--- src/acif_consts.vh ---
`ifndef ACIF_CONSTS_VH
`define ACIF_CONSTS_VH

`define ACIF_NUM_POINTS       32
`define ACIF_LEN_ENABLED      8'h10
`define ACIF_LEN_DISABLED     8'h00
`define ACIF_SET_MIN          7'h01
`define ACIF_SET_MAX          7'h7F
`define ACIF_STEP_MS          20
`define ACIF_CLK_MHZ          200
`define ACIF_CYC_PER_MS       (`ACIF_CLK_MHZ * 1000)
`define ACIF_CYC_PER_STEP     (`ACIF_STEP_MS * `ACIF_CYC_PER_MS)
`define ACIF_OFF_INPUT        12'h000
`define ACIF_OFF_CTRL         12'h004
`define ACIF_OFF_STATUS       12'h008
`define ACIF_OFF_EVENT        12'h00C
`define ACIF_OFF_MASK         12'h010
`define ACIF_CTRL_FLTLEN_LO   0
`define ACIF_CTRL_FLTSET_LO   8
`define ACIF_CTRL_STSLEN_LO   16
`define ACIF_STS_NOTREADY     9
`define ACIF_STS_TBLOCK       0
`define ACIF_STS_FLTON        1
`define ACIF_STS_SETBAD       2
`define ACIF_EV_ADD           0
`define ACIF_EV_LOSS          1
`define ACIF_RST_CTRL         32'h0000_0000

`endif

--- src/acif_filter_status.v ---
// Summary of operation
// - thirty-two filtered input bits are readable by the controller.
// - one indicator per point follows its filtered on/off state.
// - one filter time is shared by all thirty-two inputs.
// - length 16 enables filtering; length zero bypasses the filter entirely.
// - filter time equals setting times 20 ms, up to 2540 ms.
// - response jitter bounded by AC cycles depending on filter time.
// - status defaults to length zero; delivered only when length is 16.
// - internal status uses only the lowest ten of sixteen bits.
// - status bit 9 is one when not ready, zero when ready.
// - terminal block indicator green when locked, red when not.
// - each lock change raises an addition or loss event to the controller.
`timescale 1ns/1ps
`default_nettype none
`include "acif_consts.vh"

module acif_filter_status #(
  parameter integer NPTS        = `ACIF_NUM_POINTS,
  parameter integer CYC_PER_STEP = `ACIF_CYC_PER_STEP
) (
  input  wire              clk_sys,
  input  wire              rst,
  input  wire              psel,
  input  wire              penable,
  input  wire              pwrite,
  input  wire [11:0]       paddr,
  input  wire [31:0]       pwdata,
  output reg  [31:0]       prdata,
  output wire              pready,
  output wire              pslverr,
  input  wire [NPTS-1:0]   fieldIn,
  input  wire              tblockLocked,
  input  wire              moduleReady,
  output reg  [NPTS-1:0]   pointLed,
  output reg               terminal_block_lock_indicator_green,
  output reg               terminal_block_lock_indicator_red,
  output reg               irq
);

  localparam integer TW = 32;

  // pin synchronisers: first stage read only by the second
  reg [NPTS-1:0] inMeta_q;
  reg [NPTS-1:0] inSync_q;
  reg            tbMeta_q;
  reg            tbSync_q;
  reg            rdyMeta_q;
  reg            rdySync_q;
  always @(posedge clk_sys or posedge rst) begin
    if (rst) begin
      inMeta_q  <= {NPTS{1'b0}};
      inSync_q  <= {NPTS{1'b0}};
      tbMeta_q  <= 1'b0;
      tbSync_q  <= 1'b0;
      rdyMeta_q <= 1'b0;
      rdySync_q <= 1'b0;
    end else begin
      inMeta_q  <= fieldIn;
      inSync_q  <= inMeta_q;
      tbMeta_q  <= tblockLocked;
      tbSync_q  <= tbMeta_q;
      rdyMeta_q <= moduleReady;
      rdySync_q <= rdyMeta_q;
    end
  end

  // control register: filter length, setting, status length
  reg  [31:0] ctrl_q;
  reg  [1:0]  event_q;
  reg  [1:0]  mask_q;
  wire [7:0]  fltLen  = ctrl_q[`ACIF_CTRL_FLTLEN_LO +: 8];
  wire [6:0]  fltSet  = ctrl_q[`ACIF_CTRL_FLTSET_LO +: 7];
  wire [7:0]  stsLen  = ctrl_q[`ACIF_CTRL_STSLEN_LO +: 8];
  wire        fltOn   = (fltLen == `ACIF_LEN_ENABLED);
  wire        setBad  = (fltSet < `ACIF_SET_MIN);
  // setting 0 is refused; treated as the shortest valid step
  wire [6:0]  setUse  = setBad ? `ACIF_SET_MIN : fltSet;
  // target in clock cycles; setting times one 20 ms step
  wire [TW-1:0] stepCyc = CYC_PER_STEP;
  wire [TW-1:0] target  = setUse * stepCyc;

  // separate time bases: one counter per point, shared target
  // each point owns its own flop so every bit has a single driver
  wire [NPTS-1:0] filt_q;
  genvar g;
  generate
    for (g = 0; g < NPTS; g = g + 1) begin : gPt
      reg [TW-1:0] cnt_q;
      reg          bit_q;
      assign filt_q[g] = bit_q;
      always @(posedge clk_sys or posedge rst) begin
        if (rst) begin
          cnt_q      <= {TW{1'b0}};
          bit_q      <= 1'b0;
        end else if (!fltOn || inSync_q[g] == bit_q) begin
          // bypass when disabled; any bounce restarts the hold
          cnt_q      <= {TW{1'b0}};
          bit_q      <= inSync_q[g];
        end else if (cnt_q + 1'b1 >= target) begin
          // new level held for the whole filter time
          cnt_q      <= {TW{1'b0}};
          bit_q      <= inSync_q[g];
        end else begin
          cnt_q      <= cnt_q + 1'b1;
        end
      end
    end
  endgenerate

  // jitter is a field-side figure; sampling here adds only two clock cycles

  // indicators
  always @(posedge clk_sys or posedge rst) begin
    if (rst) begin
      pointLed <= {NPTS{1'b0}};
      terminal_block_lock_indicator_green <= 1'b0;
      terminal_block_lock_indicator_red   <= 1'b1;
    end else begin
      pointLed <= filt_q;
      terminal_block_lock_indicator_green <= tbSync_q;
      terminal_block_lock_indicator_red   <= ~tbSync_q;
    end
  end

  // lock change detect
  reg  tbPrev_q;
  always @(posedge clk_sys or posedge rst) begin
    if (rst) begin
      tbPrev_q <= 1'b0;
    end else begin
      tbPrev_q <= tbSync_q;
    end
  end
  wire evAdd  = tbSync_q & ~tbPrev_q;
  wire evLoss = ~tbSync_q & tbPrev_q;

  // status word: ten low bits used, bit 9 inverted sense
  wire [15:0] stsWord;
  assign stsWord[`ACIF_STS_TBLOCK]   = tbSync_q;
  assign stsWord[`ACIF_STS_FLTON]    = fltOn;
  assign stsWord[`ACIF_STS_SETBAD]   = fltOn & setBad;
  assign stsWord[8:3]                = 6'h00;
  assign stsWord[`ACIF_STS_NOTREADY] = ~rdySync_q;
  assign stsWord[15:10]              = 6'h00;
  wire        stsOn  = (stsLen == `ACIF_LEN_ENABLED);
  wire [15:0] stsOut = stsOn ? stsWord : 16'h0000;

  // apb slave, zero wait states
  wire wrEn = psel & penable & pwrite;
  wire rdEn = psel & ~penable & ~pwrite;
  wire hit  = (paddr == `ACIF_OFF_INPUT) || (paddr == `ACIF_OFF_CTRL) ||
              (paddr == `ACIF_OFF_STATUS) || (paddr == `ACIF_OFF_EVENT) ||
              (paddr == `ACIF_OFF_MASK);
  assign pready  = 1'b1;
  assign pslverr = psel & penable & ~hit;

  always @(posedge clk_sys or posedge rst) begin
    if (rst) begin
      ctrl_q <= `ACIF_RST_CTRL;
      mask_q <= 2'h0;
    end else if (wrEn && paddr == `ACIF_OFF_CTRL) begin
      // new setting applies on the very next count compare
      ctrl_q <= pwdata;
    end else if (wrEn && paddr == `ACIF_OFF_MASK) begin
      mask_q <= pwdata[1:0];
    end
  end

  // sticky events: set wins over write-one-to-clear
  wire [1:0] evSet = {evLoss, evAdd};
  wire [1:0] evClr = (wrEn && paddr == `ACIF_OFF_EVENT) ? pwdata[1:0] : 2'h0;
  always @(posedge clk_sys or posedge rst) begin
    if (rst) begin
      event_q <= 2'h0;
      irq     <= 1'b0;
    end else begin
      event_q <= (event_q & ~evClr) | evSet;
      irq     <= |(((event_q & ~evClr) | evSet) & mask_q);
    end
  end

  // read data registered in the setup cycle, valid in the access cycle
  always @(posedge clk_sys or posedge rst) begin
    if (rst) begin
      prdata <= 32'h0000_0000;
    end else if (rdEn) begin
      case (paddr)
        `ACIF_OFF_INPUT:  prdata <= filt_q;
        `ACIF_OFF_CTRL:   prdata <= ctrl_q;
        `ACIF_OFF_STATUS: prdata <= {16'h0000, stsOut};
        `ACIF_OFF_EVENT:  prdata <= {30'h0000_0000, event_q};
        `ACIF_OFF_MASK:   prdata <= {30'h0000_0000, mask_q};
        default:          prdata <= 32'h0000_0000;
      endcase
    end
  end

endmodule
`default_nettype wire

--- config.mk ---
export PLATFORM = sky130hd
export DESIGN_NAME = acif_filter_status
export DESIGN_NICKNAME = d
export VERILOG_FILES = /design/src/acif_filter_status.v
export VERILOG_INCLUDE_DIRS = /design/src /design/src/src
export SDC_FILE = /design/constraint.sdc
export NUM_CORES = 2
export LEC_CHECK = 0
export BUFFER_PORTS_ARGS = -buffer_cell sky130_fd_sc_hd__buf_4
export CAP_MARGIN = 30
export CORE_MARGIN = 5
export CORE_UTILIZATION = 50
export CTS_CLUSTER_SIZE = 30
export DETAILED_ROUTE_END_ITERATION = 8
export PLACE_DENSITY_LB_ADDON = 0.12
export SLEW_MARGIN = 10
export SYNTH_ARGS = -nofsm -noshare
export SYNTH_HDL_FRONTEND = slang
export SYNTH_SLANG_ARGS = --single-unit
--- constraint.sdc ---
create_clock -name clk_sys -period 47.2 [get_ports clk_sys]
set_input_delay 2.36 -clock clk_sys [delete_from_list [all_inputs] [get_ports clk_sys]]
set_output_delay 2.36 -clock clk_sys [all_outputs]
set_load 0.01 [all_outputs]
==> impl_metrics.ini <==
[outcome]
status = complete, no violations

[synthesis]
ys.flop_type = dfrtp_1
ys_async_sr_fraction_pct = 100
synth.cell_area_um2 = 73500
synth_top_area_share_pct = 41.8
seq_area_frac_synth_pct = 41.8
synth_top_cell_by_area = dfrtp_1
postSynthRegisterBits = 1227
synth_cell_types = 99
synth_enable_flop_cells = 0
syn_area_per_cell_um2 = 9.89
post_synth_main_area_contributors = dfrtp_1 (42%), ha_1 (12%), xnor2_1 (7.1%)
post_synth_inst_count = 7428
yosys_warnings = 0

[cts]
numClockSinks = 1227
htree_num_levels = 4
cts_repair_resize_count = 0
ctsHoldBuffers = 0
clock_tree.buffer_depth = 3
cts-buffers-inserted = 143
postCtsSetupRepairBufs = 0
clock_transition_at_the_registers_of_the_reported_paths_ps = 60
cts-root-buf = clkbuf_16
clkLatencyLatePin_ps = 790
tritoncts = done

[critical_path]
setup.worst_path.start = ctrl_q[13]$_DFFE_PP0P_
r2r_cells = 28
largest_fanout_of_any_net_on_the_critical_path = 20
setup.worst_path.class = flop to flop
critical_path.reg2reg.startpoint = ctrl_q[13]$_DFFE_PP0P_
critical-path-slowest-cell = xnor2_2
worst_ep_required_time_ps = 47860
critical_path_arrival_ps = 9820
start_kind = flop
timing.critical_path.slowest_cell_delay_ps = 690
end_kind = flop

[cells_and_area]
layout_common_cells = dfrtp_1 (1225), ha_1 (719), nor2_1 (652)
flow.area_growth_from_synthesis_pct = 12.5
layout_commonest_cell = dfrtp_1
n_fill_cell = 12688
final_nets = 8523
post_route_cells_drive_above_1_share_pct = 8.14

[placement]
io_buffers = 150
detailed_place_hpwl_um = 131000
gpl.final_weighted_congestion = 0.846
detailedPlace.worstSlack_ps = 38170

[power_and_ir_drop]
power.density_cell_area_nw_per_um2 = 28.0
post-layout-total-power_mw = 2.31
ir_worst_vdd_v = 0.0000275
cellLeakagePower_nw = 37.4

[sta]
fin_worst_hold_slack_ps = 345
grt_setup_unrepaired = false
finalMaxSlewViolations = 0
max_freq_mhz = 109
setup_viol_count_final = 0
slew_headroom_pct = 28.8
finalCritPeriodShare_pct = 19.4
postLayoutSetupSlackWorst_ps = 38040
hold_violations = 0
worst_slew_pin_slew_ps = 1040
tns_ps = 0
timing.clock.skew_ps = 21.9
post-route-min-period_ps = 9160

[die]
floorplan.core_area_um2 = 146000
floorplan.io_pins = 152
floorplan.initialDensity_pct = 50.3
rows = 140
dieArea_um2 = 155000
dieWidth_um = 393
dieHeight_um = 393

[routing]
totalWireLength_um = 191000
drt-vias-per-instance = 5.65
drc_errors = 0
route.vias.total = 55062
dr.first_iter.drc_count = 3495
drtAntennaViolNets = 0
drt-pass1-iter-count = 5
wire_per_inst_um = 19.6

[grt]
grt_pass1_vias = 54070
globalRouteTotalUtil_pct = 24.4
grt_start_max_net_pins = 172
wire_length_of_the_first_global_routing_pass_um = 304000
grt_antenna_before_repair = 9
grt_overflow = 0

[worst_hold_path]
hold_path_startpoint = inMeta_q[3]$_DFF_PP0_
worstHoldPathType = flop to flop
whs_path_depth = 0

[flow_run]
drv_cap = 0
## metal layers
metal / global-route usage [%] / routed length, µm / vias up / part of all wire, %
met4: 6.29 / 4640 / 0 / 2.4
met1: 35.3 / 91300 / 27006 / 48
met5: 0 / 0 / - / 0
met3: 3.55 / 9790 / 280 / 5.1
met2: 38.8 / 85500 / 1069 / 45
li1: - / - / 26707 / -
## area by class of cell
cell class | count | area, µm² | share of cell area, %
Antenna cell | 1 | 2.50 | 0.00303
Clock buffer | 206 | 4160 | 5.03
Clock inverter | 51 | 721 | 0.872
Inverter | 160 | 614 | 0.744
Multi-Input combinational cell | 5930 | 41900 | 50.7
Sequential cell | 1227 | 30700 | 37.2
Tap cell | 1917 | 2400 | 2.90
Timing Repair Buffer | 248 | 2110 | 2.56
## critical path: cells and delay by family (launching register included)
family,cells,cell delay [ps]
AO/OA/AOI/OAI,9,2380
buffers and inverters,6,1770
flip-flops,1,470
AND/OR/NAND/NOR,6,1610
XOR/XNOR,1,690
adder cells (fa/ha/maj),5,1710
multiplexers,1,350
## path summary, 6_finish.rpt
check | endpoint | slack (ps)
hold reg to reg | inSync_q[3]$_DFF_PP0_ | 340
min in group asynchronous | gPt[31].cnt_q[5]$_DFF_PP0_ | 1700
max in group asynchronous | gPt[9].cnt_q[8]$_DFF_PP0_ | 42240
hold / removal | inSync_q[3]$_DFF_PP0_ | 340
setup / recovery | gPt[3].bit_q$_DFFE_PP0P_ | 38040
setup reg to reg | gPt[3].bit_q$_DFFE_PP0P_ | 38040
## sequential cells by signal, indices dropped and copies added, names as in the netlist
| register | cells |
|---|---|
| gPt.cnt_q | 1024 |
| ctrl_q | 32 |
| gPt.bit_q | 32 |
| inMeta_q | 32 |
| inSync_q | 32 |
| pointLed | 32 |
| prdata | 32 |
| event_q | 2 |
| mask_q | 2 |
| irq | 1 |
| rdyMeta_q | 1 |
| rdySync_q | 1 |
| tbMeta_q | 1 |
| tbPrev_q | 1 |
| tbSync_q | 1 |
| terminal_block_lock_indicator_red | 1 |
## where the power goes
group | switching, mW | total (mW) | internal, mW
logic | 0.0613 | 0.0886 | 0.0273
clock network | 0.458 | 1.15 | 0.691
registers | 0.0106 | 1.07 | 1.06
total | 0.530 | 2.31 | 1.78
## stage by stage
stage / cell area, µm² / std cells / util (%)
after detailed placement: 77500 / 9475 / 53.1
after CTS: 82400 / 9732 / 56.5
after floorplan: 73800 / 7523 / -
after global placement: 77400 / 9468 / 53.0
final: 82600 / 9740 / 56.6
after global routing: 82600 / 9739 / 56.6
## kinds of logic (layout without fill, tap and decap cells)
group           Yosys count  after routing  synth area share [%]
other cells               2             98                0.0102
buf+inv                 366            665                  2.12
fa+ha+maj               752            752                  12.8
simple gates           3182           3182                  22.8
xor+xnor                963            963                  11.5
flops                  1227           1227                  41.8
mux                      71             71                  1.08
compound gates          865            865                  7.86
## cells in the mapped netlist, drive strengths merged (168+ instances only)
library cell,n
nand3,410
and3,236
xnor2,596
dfrtp,1226
a21oi,237
ha,719
nor2,653
xor2,367
o21ai,168
nand2,551
nand4,279
nor2b,573
No activity file was read; power rests on OpenSTA's default activity.
